<file path="src/common/lsr_map.svh">
// What this block does
// - Two battery voltage codes, reset to zero
// - Transistor one and two current codes
// - Extended option drops offset from one, two
// - Transistor three and four fine current codes
// - Transistor five and six current codes
// - Converter period is code times step
// - Period bit six reads one, ignores writes
// - Selector picks transistor for power readout
`ifndef LSR_MAP_SVH
`define LSR_MAP_SVH

// ****************************************************************
// Register indexes; the byte address is four times the index.
// ****************************************************************
`define LSR_IDX_BATT_A      8'h52
`define LSR_IDX_BATT_B      8'h53
`define LSR_IDX_CUR_ONE     8'h54
`define LSR_IDX_CUR_TWO     8'h55
`define LSR_IDX_CUR_THREE   8'h56
`define LSR_IDX_CUR_FOUR    8'h57
`define LSR_IDX_CUR_FIVE    8'h58
`define LSR_IDX_CUR_SIX     8'h59
`define LSR_IDX_PERIOD      8'h5C
`define LSR_IDX_CONTROL     8'h5E
`define LSR_IDX_POWER       8'h5F

// ****************************************************************
// Field positions.
// ****************************************************************
`define LSR_PERIOD_FIXED_BIT 6
`define LSR_PERIOD_HI_BIT    7
`define LSR_CTRL_SEL_LSB     0
`define LSR_CTRL_EXT_BIT     4

// ****************************************************************
// Reset values.
// ****************************************************************
`define LSR_SENSE_RST        8'h00
`define LSR_PERIOD_RST       8'hFF
`define LSR_CONTROL_RST      8'h00

// ****************************************************************
// Timing in picoseconds: clock period and converter period step.
// ****************************************************************
`define LSR_CLK_PERIOD_PS    40000
`define LSR_PERIOD_STEP_PS   61035

`endif

</file>
<file path="src/common/lsr_pkg.sv">
// ****************************************************************
// Types shared by the readout block.
// ****************************************************************
package lsr_pkg;
	// One eight-bit measurement or register code.
	typedef logic [7:0] lsr_code_t;
	// APB byte address.
	typedef logic [11:0] lsr_addr_t;
	// Transistor selector for the power readout.
	typedef logic [2:0] lsr_sel_t;
	// Phase accumulator for the converter period, in picoseconds.
	typedef logic [23:0] lsr_phase_t;
endpackage : lsr_pkg

</file>
<file path="src/logic/lsr_sense_capture.sv">
`timescale 1ns/1ps
`default_nettype none
`include "lsr_map.svh"

// ****************************************************************
// Holds a bank of measurement codes, loaded on each update strobe.
// ****************************************************************
module lsr_sense_capture #(
	parameter int CHANNELS = 9
) (
	input  wire logic                  mclk,
	input  wire logic                  resetn,
	input  wire logic                  clkEn,
	input  wire logic                  load,
	input  wire logic [CHANNELS*8-1:0] codeIn,
	output logic      [CHANNELS*8-1:0] codeOut
);
	import lsr_pkg::*;

	// Refuse a bank with no channels.
	if (CHANNELS < 1) begin : gCheck
		$error("lsr_sense_capture needs at least one channel");
	end

	// Storage, one word per channel.
	lsr_code_t held_q [CHANNELS];

	// Every channel clears to zero and then loads the live code on each strobe.
	always_ff @(posedge mclk or negedge resetn) begin
		if (!resetn) begin
			for (int i = 0; i < CHANNELS; i++) begin
				held_q[i] <= `LSR_SENSE_RST;
			end
		end else if (clkEn && load) begin
			for (int i = 0; i < CHANNELS; i++) begin
				held_q[i] <= codeIn[i*8 +: 8];
			end
		end
	end

	// Flatten the bank back onto the output port.
	always_comb begin
		for (int i = 0; i < CHANNELS; i++) begin
			codeOut[i*8 +: 8] = held_q[i];
		end
	end
endmodule : lsr_sense_capture
`default_nettype wire

</file>
<file path="src/logic/lsr_period_gen.sv">
`timescale 1ns/1ps
`default_nettype none
`include "lsr_map.svh"

// ****************************************************************
// Marks the start of each converter PWM period.
// ****************************************************************
// The period step does not divide the clock, so a phase accumulator
// in picoseconds keeps the average period exact; single periods may
// jitter by one clock.
module lsr_period_gen #(
	parameter int CLK_PS  = `LSR_CLK_PERIOD_PS,
	parameter int STEP_PS = `LSR_PERIOD_STEP_PS
) (
	input  wire logic              mclk,
	input  wire logic              resetn,
	input  wire logic              clkEn,
	input  wire lsr_pkg::lsr_code_t periodCode,
	output logic                   periodStart
);
	import lsr_pkg::*;

	// The shortest period must span more than one clock.
	if (64 * STEP_PS <= CLK_PS || 255 * STEP_PS >= (1 << 24)) begin : gChk
		$error("lsr_period_gen step or clock out of range");
	end

	localparam lsr_phase_t ClkPs  = lsr_phase_t'(CLK_PS);
	localparam lsr_phase_t StepPs = lsr_phase_t'(STEP_PS);

	lsr_phase_t phase_q;   // Time elapsed in this period.
	lsr_phase_t phase_d;   // Next elapsed time.
	lsr_phase_t target;    // Period length in picoseconds.
	lsr_phase_t sum;       // Elapsed time after this clock.
	logic       wrap;      // Period ends on this clock.

	// Period length is the code times the fixed step.
	always_comb begin
		target = lsr_phase_t'(periodCode) * StepPs;
		sum    = phase_q + ClkPs;
		wrap   = (sum >= target);
		if (!wrap) begin
			phase_d = sum;
		end else if (sum - target >= target) begin
			// A shortened period restarts cleanly.
			phase_d = '0;
		end else begin
			phase_d = sum - target;
		end
	end

	// Accumulator and the period start pulse.
	always_ff @(posedge mclk or negedge resetn) begin
		if (!resetn) begin
			phase_q     <= '0;
			periodStart <= 1'b0;
		end else if (clkEn) begin
			phase_q     <= phase_d;
			periodStart <= wrap;
		end
	end
endmodule : lsr_period_gen
`default_nettype wire

</file>
<file path="src/logic/lsr_readout.sv">
// Decided for this implementation: the APB interface to the registers.
`timescale 1ns/1ps
`default_nettype none
`include "lsr_map.svh"

// ****************************************************************
// Line sense readout and converter period, APB slave.
// ****************************************************************
// Measurement codes come from the analog front end on this clock,
// qualified by senseValid. Software reads them over APB; the only
// writable state is the converter period and a small control word.
module lsr_readout (
	input  wire logic               mclk,
	input  wire logic               resetn,
	input  wire logic               clkEn,
	// APB slave.
	input  wire logic               psel,
	input  wire logic               penable,
	input  wire logic               pwrite,
	input  wire lsr_pkg::lsr_addr_t paddr,
	input  wire logic [31:0]        pwdata,
	output logic      [31:0]        prdata,
	output logic                    pready,
	output logic                    pslverr,
	// Live measurement codes from the front end.
	input  wire logic               senseValid,
	input  wire lsr_pkg::lsr_code_t batterySenseA,
	input  wire lsr_pkg::lsr_code_t batterySenseB,
	input  wire lsr_pkg::lsr_code_t transistorCurrent1,
	input  wire lsr_pkg::lsr_code_t transistorCurrent2,
	input  wire lsr_pkg::lsr_code_t transistorCurrent3,
	input  wire lsr_pkg::lsr_code_t transistorCurrent4,
	input  wire lsr_pkg::lsr_code_t transistorCurrent5,
	input  wire lsr_pkg::lsr_code_t transistorCurrent6,
	input  wire lsr_pkg::lsr_code_t extendedBatteryOffsetCurrent,
	input  wire lsr_pkg::lsr_code_t transistorPower1,
	input  wire lsr_pkg::lsr_code_t transistorPower2,
	input  wire lsr_pkg::lsr_code_t transistorPower3,
	input  wire lsr_pkg::lsr_code_t transistorPower4,
	input  wire lsr_pkg::lsr_code_t transistorPower5,
	input  wire lsr_pkg::lsr_code_t transistorPower6,
	// Converter and front end controls.
	output lsr_pkg::lsr_code_t      converterPeriodField,
	output logic                    converterPeriodStart,
	output logic                    extendedBatteryOptionEnable
);
	import lsr_pkg::*;

	// ****************************************************************
	// Helper functions.
	// ****************************************************************

	// Byte address of a register index.
	function automatic lsr_addr_t regAddr(input lsr_code_t idx);
		regAddr = {2'h0, idx, 2'h0};
	endfunction : regAddr

	// Subtraction that stops at zero instead of wrapping.
	function automatic lsr_code_t satSub(input lsr_code_t a,
	                                     input lsr_code_t b);
		satSub = (a > b) ? a - b : 8'h00;
	endfunction : satSub

	// Widen an eight-bit register to the bus, upper bits zero.
	function automatic logic [31:0] busWord(input lsr_code_t v);
		busWord = {24'h000000, v};
	endfunction : busWord

	// ****************************************************************
	// Register state.
	// ****************************************************************
	logic              periodHi_q;     // Range select, period bit 7.
	logic [5:0]        periodLo_q;     // Period bits 5 to 0.
	logic              extEnable_q;    // Extended battery option.
	lsr_sel_t          powerSel_q;     // Power monitor selector.
	lsr_code_t         powerOut_q;     // Selected transistor power.
	logic [31:0]       prdata_q;       // Read data held for access.

	// ****************************************************************
	// Bus decode.
	// ****************************************************************
	logic              setupPhase;     // First cycle of a transfer.
	logic              accessPhase;    // Completing cycle.
	logic              writeTaken;     // Write takes effect now.
	logic              addrHit;        // Address maps a register.
	logic [31:0]       readMux;        // Read value of the address.
	lsr_code_t         periodValue;    // Full period register value.
	lsr_code_t         ctrlValue;      // Full control register value.
	lsr_code_t         powerSelected;  // Power code picked by selector.
	lsr_code_t         currentOne;     // Transistor one, corrected.
	lsr_code_t         currentTwo;     // Transistor two, corrected.
	logic [63:0]       senseLive;      // Live codes into the bank.
	logic [63:0]       senseHeld;      // Held codes out of the bank.

	// The slave answers with no wait state; a frozen clock stalls it.
	always_comb begin
		setupPhase  = psel && !penable;
		accessPhase = psel && penable;
		writeTaken  = accessPhase && pwrite && clkEn;
		pready      = clkEn;
	end

	// Unmapped addresses answer with an error; sense registers do not.
	always_comb begin
		addrHit = 1'b1;
		case (paddr)
			regAddr(`LSR_IDX_BATT_A),
			regAddr(`LSR_IDX_BATT_B),
			regAddr(`LSR_IDX_CUR_ONE),
			regAddr(`LSR_IDX_CUR_TWO),
			regAddr(`LSR_IDX_CUR_THREE),
			regAddr(`LSR_IDX_CUR_FOUR),
			regAddr(`LSR_IDX_CUR_FIVE),
			regAddr(`LSR_IDX_CUR_SIX),
			regAddr(`LSR_IDX_PERIOD),
			regAddr(`LSR_IDX_CONTROL),
			regAddr(`LSR_IDX_POWER): begin
				addrHit = 1'b1;
			end
			default: begin
				addrHit = 1'b0;
			end
		endcase
		pslverr = accessPhase && !addrHit;
	end

	// ****************************************************************
	// Measurement capture.
	// ****************************************************************

	// With the option on, the added offset is left out of one and two.
	always_comb begin
		if (extEnable_q) begin
			currentOne = satSub(transistorCurrent1,
			                    extendedBatteryOffsetCurrent);
			currentTwo = satSub(transistorCurrent2,
			                    extendedBatteryOffsetCurrent);
		end else begin
			currentOne = transistorCurrent1;
			currentTwo = transistorCurrent2;
		end
	end

	// Bank order: battery a, b, then transistors one to six.
	always_comb begin
		senseLive = {transistorCurrent6, transistorCurrent5,
		             transistorCurrent4, transistorCurrent3,
		             currentTwo, currentOne,
		             batterySenseB, batterySenseA};
	end

	// The bank of read-only sense registers.
	lsr_sense_capture #(
		.CHANNELS (8)
	) uCapture (
		.mclk    (mclk),
		.resetn  (resetn),
		.clkEn   (clkEn),
		.load    (senseValid),
		.codeIn  (senseLive),
		.codeOut (senseHeld)
	);

	// Selector codes six and seven read as zero.
	always_comb begin
		case (powerSel_q)
			3'h0:    powerSelected = transistorPower1;
			3'h1:    powerSelected = transistorPower2;
			3'h2:    powerSelected = transistorPower3;
			3'h3:    powerSelected = transistorPower4;
			3'h4:    powerSelected = transistorPower5;
			3'h5:    powerSelected = transistorPower6;
			default: powerSelected = 8'h00;
		endcase
	end

	// The power readout follows the selected transistor.
	always_ff @(posedge mclk or negedge resetn) begin
		if (!resetn) begin
			powerOut_q <= `LSR_SENSE_RST;
		end else if (clkEn && senseValid) begin
			powerOut_q <= powerSelected;
		end
	end

	// ****************************************************************
	// Writable registers.
	// ****************************************************************

	// Period: bits 7 and 5..0 take writes; bit 6 has no storage.
	always_ff @(posedge mclk or negedge resetn) begin
		if (!resetn) begin
			periodHi_q <= 1'(`LSR_PERIOD_RST >> `LSR_PERIOD_HI_BIT);
			periodLo_q <= 6'(`LSR_PERIOD_RST);
		end else if (writeTaken
		             && paddr == regAddr(`LSR_IDX_PERIOD)) begin
			periodHi_q <= pwdata[`LSR_PERIOD_HI_BIT];
			periodLo_q <= pwdata[5:0];
		end
	end

	// Control word: extended option enable and power selector.
	always_ff @(posedge mclk or negedge resetn) begin
		if (!resetn) begin
			extEnable_q <= 1'(`LSR_CONTROL_RST >> `LSR_CTRL_EXT_BIT);
			powerSel_q  <= 3'(`LSR_CONTROL_RST);
		end else if (writeTaken
		             && paddr == regAddr(`LSR_IDX_CONTROL)) begin
			extEnable_q <= pwdata[`LSR_CTRL_EXT_BIT];
			powerSel_q  <= pwdata[`LSR_CTRL_SEL_LSB +: 3];
		end
	end

	// Bit six is fixed high, so codes stay in 0x40..0x7F or 0xC0..0xFF; which half
	// is used depends on the converter switch that software fits.
	always_comb begin
		periodValue = {periodHi_q, 1'b1, periodLo_q};
		ctrlValue   = 8'h00;
		ctrlValue[`LSR_CTRL_EXT_BIT] = extEnable_q;
		ctrlValue[`LSR_CTRL_SEL_LSB +: 3] = powerSel_q;
	end

	// ****************************************************************
	// Read path.
	// ****************************************************************

	// Read multiplexer; sense registers hold no write path at all.
	always_comb begin
		case (paddr)
			regAddr(`LSR_IDX_BATT_A):
				readMux = busWord(senseHeld[7:0]);
			regAddr(`LSR_IDX_BATT_B):
				readMux = busWord(senseHeld[15:8]);
			regAddr(`LSR_IDX_CUR_ONE):
				readMux = busWord(senseHeld[23:16]);
			regAddr(`LSR_IDX_CUR_TWO):
				readMux = busWord(senseHeld[31:24]);
			regAddr(`LSR_IDX_CUR_THREE):
				readMux = busWord(senseHeld[39:32]);
			regAddr(`LSR_IDX_CUR_FOUR):
				readMux = busWord(senseHeld[47:40]);
			regAddr(`LSR_IDX_CUR_FIVE):
				readMux = busWord(senseHeld[55:48]);
			regAddr(`LSR_IDX_CUR_SIX):
				readMux = busWord(senseHeld[63:56]);
			regAddr(`LSR_IDX_PERIOD):
				readMux = busWord(periodValue);
			regAddr(`LSR_IDX_CONTROL):
				readMux = busWord(ctrlValue);
			regAddr(`LSR_IDX_POWER):
				readMux = busWord(powerOut_q);
			default:
				readMux = 32'h00000000;
		endcase
	end

	// Read data is captured in the setup cycle and stands in access.
	always_ff @(posedge mclk or negedge resetn) begin
		if (!resetn) begin
			prdata_q <= 32'h00000000;
		end else if (clkEn && setupPhase && !pwrite) begin
			prdata_q <= readMux;
		end
	end

	// Registered read data to the bus.
	always_comb begin
		prdata = prdata_q;
	end

	// ****************************************************************
	// Converter period and control outputs.
	// ****************************************************************

	// Period start pulses from the period register.
	lsr_period_gen uPeriod (
		.mclk        (mclk),
		.resetn      (resetn),
		.clkEn       (clkEn),
		.periodCode  (periodValue),
		.periodStart (converterPeriodStart)
	);

	// Register-driven control outputs.
	always_comb begin
		converterPeriodField        = periodValue;
		extendedBatteryOptionEnable = extEnable_q;
	end
endmodule : lsr_readout
`default_nettype wire

</file>
<file path="config.mk">
export PLATFORM = sky130hd
export DESIGN_NAME = lsr_readout
export DESIGN_NICKNAME = d
export VERILOG_FILES = /design/src/common/lsr_pkg.sv /design/src/logic/lsr_sense_capture.sv /design/src/logic/lsr_period_gen.sv /design/src/logic/lsr_readout.sv
export VERILOG_INCLUDE_DIRS = /design/src /design/src/common
export SDC_FILE = /design/constraint.sdc
export NUM_CORES = 1
export LEC_CHECK = 0
export BUFFER_PORTS_ARGS = -buffer_cell sky130_fd_sc_hd__buf_4
export CAP_MARGIN = 20
export CELL_PAD_IN_SITES_DETAIL_PLACEMENT = 2
export CELL_PAD_IN_SITES_GLOBAL_PLACEMENT = 2
export CORE_MARGIN = 3
export CORE_UTILIZATION = 35
export DETAILED_ROUTE_END_ITERATION = 10
export PLACE_DENSITY = 0.89
export SLEW_MARGIN = 20
export SYNTH_ARGS = -nofsm -noshare
export SYNTH_HDL_FRONTEND = slang
export SYNTH_SLANG_ARGS = --single-unit
</file>
<file path="constraint.sdc">
create_clock -name mclk -period 9.33 [get_ports mclk]
set_clock_uncertainty 0.15 [all_clocks]
set_input_delay 0.933 -clock mclk [delete_from_list [all_inputs] [get_ports mclk]]
set_output_delay 0.933 -clock mclk [all_outputs]
set_load 0.05 [all_outputs]
</file>
==> impl_metrics.env, run 1 <==
export IMPL_grt_overflow_total=0
export IMPL_hold_buffers=0
export IMPL_crit_top_cell="a21o_1"
export IMPL_synth_top_cell_by_area="dfrtp_1"
export IMPL_hold_path_class="primary input to asynchronous set/reset pin"
export IMPL_min_period_ps=9020
export IMPL_wl_per_cell_um=26.0
export IMPL_die_h_um=187
export IMPL_finalHoldViolCount=0
export IMPL_power_leakage_nw=6.33
export IMPL_worstPathArrival_ps=9240
export IMPL_timing_slew_headroom=0.283
export IMPL_period_share=0.967
export IMPL_status="completed"
export IMPL_routed_wl_um=47600
export IMPL_synth_area_top_cells="dfrtp_1 (24%), ha_1 (13%), mux2_2 (6.0%)"
export IMPL_total_power_mw=2.90
export IMPL_maxCapViolations=0
export IMPL_cts_root_buf="clkbuf_16"
export IMPL_cp_slowest_cell="dfstp_2"
export IMPL_power_density_nw_per_um2=211
export IMPL_cp_end_kind="register"
export IMPL_initial_core_util=0.359
export IMPL_critPathLaunchType="register"
export IMPL_core_um2=31900
export IMPL_drive_above_1_share=0.236
export IMPL_ys_flop_type="dfrtp_1"
export IMPL_final_common_cell="buf_4"
export IMPL_synth_top_area_share=0.239
export IMPL_antenna_found_initial=1
export IMPL_fill_cells=3450
export IMPL_hold_slack_ps=314
export IMPL_cts_tree="yes"
export IMPL_critPathMaxFanout=7
export IMPL_async_flop_share=1.00
export IMPL_synth_edff_count=0
export IMPL_via_per_inst=5.82
export IMPL_finalMaxSlewViolations=0
export IMPL_synth_seq_cells=116
export IMPL_finalSetupViolCount=0
export IMPL_ys_types=95
export IMPL_portBuffers=164
export IMPL_synth_area_per_cell_um2=9.31
export IMPL_cp_required_ps=9550
export IMPL_worstMarginPinSlew_ps=1080
export IMPL_die_w_um=187
export IMPL_num_vias=10700
export IMPL_post_dp_hpwl_um=34500
export IMPL_ir_drop_uv=144
export IMPL_cpPeakStageDelay_ps=550
export IMPL_grtUsageTotal=0.266
export IMPL_drt_iter0_drc=649
export IMPL_h_tree_depth=4
export IMPL_clock_path_buffers=2
export IMPL_grt_max_degree=97
export IMPL_antenna_left=0
export IMPL_ys_warnings_count=0
export IMPL_critPathKind="register to register"
export IMPL_clkSinkCount=116
export IMPL_drc_errors=0
export IMPL_nets=1701
export IMPL_io_pins=215
export IMPL_netlist_area_um2=11400
export IMPL_cts_made_buffers=17
export IMPL_dieArea_um2=34900
export IMPL_rows=65
export IMPL_max_freq_ghz=0.111
export IMPL_final_cell_mix="buf_4 (178), ha_1 (115), dfrtp_1 (109)"
export IMPL_gp_congestion=0.881
export IMPL_area_growth_pct=20.1
export IMPL_path_clk_slew_ps=60
export IMPL_drt_first_pass_iters=5
export IMPL_synthCells=1228
export IMPL_rrSetupSlack_ps=310
export IMPL_grt_pass1_vias=12400
export IMPL_insertion_delay_ps=440
export IMPL_grt_pass1_wl_um=73300
export IMPL_seq_area_frac_synth=0.255
-- what timing repair did --
action                                  CTS  global route
setup buffers                             0             4
gates resized for setup                   2             6
endpoints found under the setup margin    7            24
pin swaps                                 0             2
cloned                                    0             0
-- cell families (layout without fill, tap and decap cells) --
kind of cell	count (synthesis)	in the layout	share of synthesized area
fa+ha+maj	155	155	0.190
buf+inv	169	312	0.0664
simple gates	283	283	0.124
flops	116	116	0.255
xor+xnor	83	83	0.0660
compound gates	337	337	0.217
other cells	2	26	0.000657
mux	83	83	0.0805
-- critical path, delay by kind of cell (launching register included) --
family,cells,cell delay (ps)
and+or+nand+nor,5,920
xor gates and xnor gates,2,490
AOI/OAI and AO/OA,17,3470
DFF,1,550
adders and majority gates,8,3080
buffers and inverters,3,290
-- state kept, by name, summed over array words and instances, names as in the netlist --
name	count
powerOut_q	8
uPeriod.periodStart	1
uPeriod.phase_q	24
periodLo_q	6
prdata	8
extendedBatteryOptionEnable	1
uCapture.codeOut	64
powerSel_q	3
periodHi_q	1
-- Yosys cell counts, drive strengths merged (31+ instances only) --
cell type and count:
buf 41, dfrtp 109, xor2 36, nor2 64
a21o 40, a21oi 52, a22oi 31, xnor2 45
inv 99, o21ai 66, mux2 61, fa 33
ha 116, nand2 81
-- layer usage --
layer,part of all wire,wire [µm],global-route usage
met4,0.044,2120,0.113
met1,0.39,18500,0.303
met3,0.043,2060,0.0423
met2,0.52,25000,0.493
met5,0,0,0
-- where the power goes --
part	leakage (nW)	internal (mW)	total, mW	switching (mW)
clock network	0.307	0.462	0.738	0.276
registers	1.38	0.585	0.688	0.103
logic	4.64	0.598	1.47	0.873
-- metrics by stage --
step / util / setup WS [ps] / std cells / setup TNS (ps) / cell area, µm²
final: 0.431 / 308 / 1830 / 0 / 13700
after global routing: 0.430 / -111 / 1829 / -946 / 13700
after CTS: 0.428 / 26.3 / 1825 / 0 / 13700
after detailed placement: 0.408 / 110 / 1793 / 0 / 13000
after global placement: 0.408 / 447 / 1793 / 0 / 13000
after floorplan: - / 920 / 1251 / 0 / 11500
-- path summary, 6_finish.rpt --
path | start | cells after the start | endpoint
max | periodLo_q[2] | 35 | uPeriod.phase_q[15]
min | resetn | 1 | uPeriod.phase_q[3]
max reg2reg | periodLo_q[2] | 35 | uPeriod.phase_q[15]
min reg2reg | uPeriod.periodStart | 2 | uPeriod.periodStart
max in group asynchronous | resetn | 2 | uCapture.codeOut[20]
min in group mclk | uPeriod.periodStart | 2 | uPeriod.periodStart
-- final cells by class --
class                      count  area [µm²]  area share
tap                          435         544      0.0397
clock inverter                12         176      0.0129
inverter                     101         379      0.0276
sequential                   116        2910       0.212
multi-input combinational    966        7910       0.576
antenna                        1        2.50    0.000182
timing repair buffer         179        1350      0.0982
clock buffer                  20         457      0.0333
Note: power is estimated with default switching activity, not from simulation.
==> inputs of run 2 (changes only) <==
--- a/config.mk
+++ b/config.mk
@@ -10,11 +10,13 @@
 export CAP_MARGIN = 20
 export CELL_PAD_IN_SITES_DETAIL_PLACEMENT = 2
 export CELL_PAD_IN_SITES_GLOBAL_PLACEMENT = 2
+export CORE_ASPECT_RATIO = 1.1
 export CORE_MARGIN = 3
 export CORE_UTILIZATION = 35
 export DETAILED_ROUTE_END_ITERATION = 10
-export PLACE_DENSITY = 0.89
+export PLACE_DENSITY = 0.88
 export SLEW_MARGIN = 20
 export SYNTH_ARGS = -nofsm -noshare
 export SYNTH_HDL_FRONTEND = slang
+export SYNTH_HIERARCHICAL = 1
 export SYNTH_SLANG_ARGS = --single-unit
==> impl_metrics.env, run 2 <==
export IMPL_clkPwrFrac=0.197
export IMPL_synthCells=1296
export IMPL_max_freq_ghz=0.112
export IMPL_via_per_inst=6.10
export IMPL_crit_buf_inv=3
export IMPL_ys_warnings_count=6
export IMPL_path_delay_family="adder cells"
export IMPL_final_common_cell="buf_4"
export IMPL_finalHoldViolCount=0
export IMPL_seq_area_frac_synth=0.243
export IMPL_rows=70
export IMPL_synth_top_area_share=0.228
export IMPL_synth_compound_area_frac=0.185
export IMPL_nets=1769
export IMPL_drt_first_pass_iters=7
export IMPL_cp_end_kind="register"
export IMPL_power_leakage_nw=6.61
export IMPL_power_density_nw_per_um2=247
export IMPL_antenna_left=0
export IMPL_p_comb_frac=0.606
export IMPL_synth_xor_area_frac=0.0523
export IMPL_grtUsageTotal=0.286
export IMPL_cpPeakStageDelay_ps=720
export IMPL_p_seq_frac=0.198
export IMPL_synth_common_cells="ha_1 (116), dfrtp_1 (109), inv_1 (108)"
export IMPL_dpl_cell_count=1849
export IMPL_num_vias=11500
export IMPL_whs_endpoint="uCapture/codeOut[34]"
export IMPL_synth_top_family_by_area="adder cells"
export IMPL_worstMarginPinSlew_ps=1040
export IMPL_synth_area_top_cells="dfrtp_1 (23%), ha_1 (12%), mux2_2 (7.4%)"
export IMPL_synth_adder_area_share=0.190
export IMPL_status="completed"
export IMPL_h_tree_depth=4
export IMPL_timing_slew_headroom=0.304
export IMPL_ys_flop_type="dfrtp_1"
export IMPL_netlist_area_um2=12000
export IMPL_p_switching_mw=1.70
export IMPL_fin_ws_ps=399
export IMPL_cts_tree="yes"
export IMPL_clock_path_buffers=2
export IMPL_hold_path_depth=1
export IMPL_area_growth_pct=17.6
export IMPL_grt_pass1_wl_um=80700
export IMPL_regToRegStartpoint="periodLo_q[2]"
export IMPL_hold_path_class="register to register"
export IMPL_synth_seq_cells=116
export IMPL_routed_wl_um=52600
export IMPL_cts_made_buffers=17
export IMPL_dieArea_um2=36500
export IMPL_synthSimpleGateAreaFrac=0.149
export IMPL_drive_above_1_share=0.229
export IMPL_grt_pass1_vias=13200
export IMPL_path_clk_slew_ps=70
export IMPL_synth_edff_count=0
export IMPL_finalSetupViolCount=0
export IMPL_final_cell_mix="buf_4 (180), ha_1 (114), dfrtp_1 (109)"
export IMPL_ys_types=92
export IMPL_finalMaxSlewViolations=0
export IMPL_insertion_delay_ps=450
export IMPL_timing_rr_end="uPeriod/phase_q[23]"
export IMPL_swShare=0.489
export IMPL_cp_required_ps=9520
export IMPL_grt_overflow_total=0
export IMPL_drc_errors=0
export IMPL_maxCapViolations=0
export IMPL_ir_drop_uv=162
export IMPL_core_um2=33500
export IMPL_fill_cells=3633
export IMPL_r2r_worst_path_cells=30
export IMPL_hp_start="uCapture/codeOut[34]"
export IMPL_critPathKind="register to register"
export IMPL_initial_core_util=0.357
export IMPL_final_cells=1888
export IMPL_async_flop_share=1.00
export IMPL_worstPathArrival_ps=9120
export IMPL_rrSetupSlack_ps=400
export IMPL_wl_per_cell_um=27.9
export IMPL_critPathLaunchType="register"
export IMPL_period_share=0.957
export IMPL_synth_most_common_cell="ha_1"
export IMPL_synthMuxAreaShare=0.103
export IMPL_post_dp_hpwl_um=37500
export IMPL_dp_slack_ps=407
export IMPL_grt_max_degree=71
export IMPL_synth_area_per_cell_um2=9.25
export IMPL_gp_congestion=0.866
export IMPL_drt_iter0_drc=655
export IMPL_power_internal_mw=1.78
export IMPL_cp_slowest_cell="dfstp_2"
export IMPL_io_pins=215
export IMPL_critPathMaxFanout=19
export IMPL_crit_top_cell="ha_1"
export IMPL_synth_top_cell_by_area="dfrtp_1"
export IMPL_largest_reg_flops=64
export IMPL_antenna_found_initial=2
export IMPL_min_period_ps=8930
export IMPL_die_h_um=200
export IMPL_clkSinkCount=116
export IMPL_die_w_um=182
export IMPL_portBuffers=164
export IMPL_cts_root_buf="clkbuf_16"
run 2: logic make-up (layout without fill, tap and decap cells):
| group | count (synthesis) | after routing |
|---|---|---|
| adders and majority gates | 158 | 158 |
| and+or+nand+nor | 341 | 341 |
| xor gates and xnor gates | 70 | 70 |
| muxes | 108 | 108 |
| DFF | 116 | 116 |
| other | 2 | 31 |
| AOI/OAI and AO/OA | 312 | 312 |
| buffers and inverters | 189 | 320 |
run 2: how the worst max path moves through the flow:
stage                              from                  end  cells past startpoint
final                     periodLo_q[2]  uPeriod/phase_q[23]                     30
after global routing      periodLo_q[2]  uPeriod/phase_q[23]                     34
after floorplan           periodLo_q[5]  uPeriod/phase_q[14]                     32
after global placement    periodLo_q[2]   uPeriod/phase_q[0]                     27
after detailed placement     periodHi_q   uPeriod/phase_q[0]                     29
after CTS                 periodLo_q[2]   uPeriod/phase_q[0]                     28
run 2: stage by stage:
step / setup TNS, ps / total power, mW / area (µm²) / hold WS [ps] / utilization
2_1_floorplan: 0 / 2.09 / 12100 / 294 / -
3_5_place_dp: 0 / 2.66 / 13400 / 346 / 0.400
4_1_cts: 0 / 3.43 / 14000 / 361 / 0.418
6_report: 0 / 3.48 / 14100 / 358 / 0.420
3_3_place_gp: 0 / 2.51 / 13400 / 321 / 0.400
5_1_grt: -38.5 / 3.71 / 14100 / 376 / 0.420
run 2: layout make-up:
type	instances	area [µm²]	area share
multi-input cells	1019	8290	0.588
well taps	432	541	0.0383
clock buffers	18	439	0.0312
flip-flops and latches	116	2920	0.207
repair buffers	180	1350	0.0959
diodes	1	2.50	0.000178
inverters	108	405	0.0288
clock inverters	14	145	0.0103
run 2: per-layer routing:
| metal | up-vias | global-route usage | wire (µm) |
|---|---|---|---|
| met5 | - | 0 | 13 |
| met4 | 2 | 0.176 | 3400 |
| met3 | 213 | 0.0509 | 2430 |
| met2 | 484 | 0.515 | 27400 |
| met1 | 5872 | 0.307 | 19400 |
| li1 | 4947 | - | - |
run 2: what timing repair did:
action,CTS,global route
resized for setup,0,9
hold endpoints to repair,0,0
setup buffers,0,6
endpoints found under the setup margin,0,24
hold buffers,0,0
run 2: power by group through the flow:
stage | Sequential, mW | Combinational, mW | Clock (mW)
floorplan | 0.661 | 1.43 | 0
global placement | 0.674 | 1.83 | 0
detailed placement | 0.689 | 1.97 | 0
CTS | 0.685 | 2.05 | 0.692
global route | 0.698 | 2.30 | 0.715
finish | 0.688 | 2.11 | 0.685
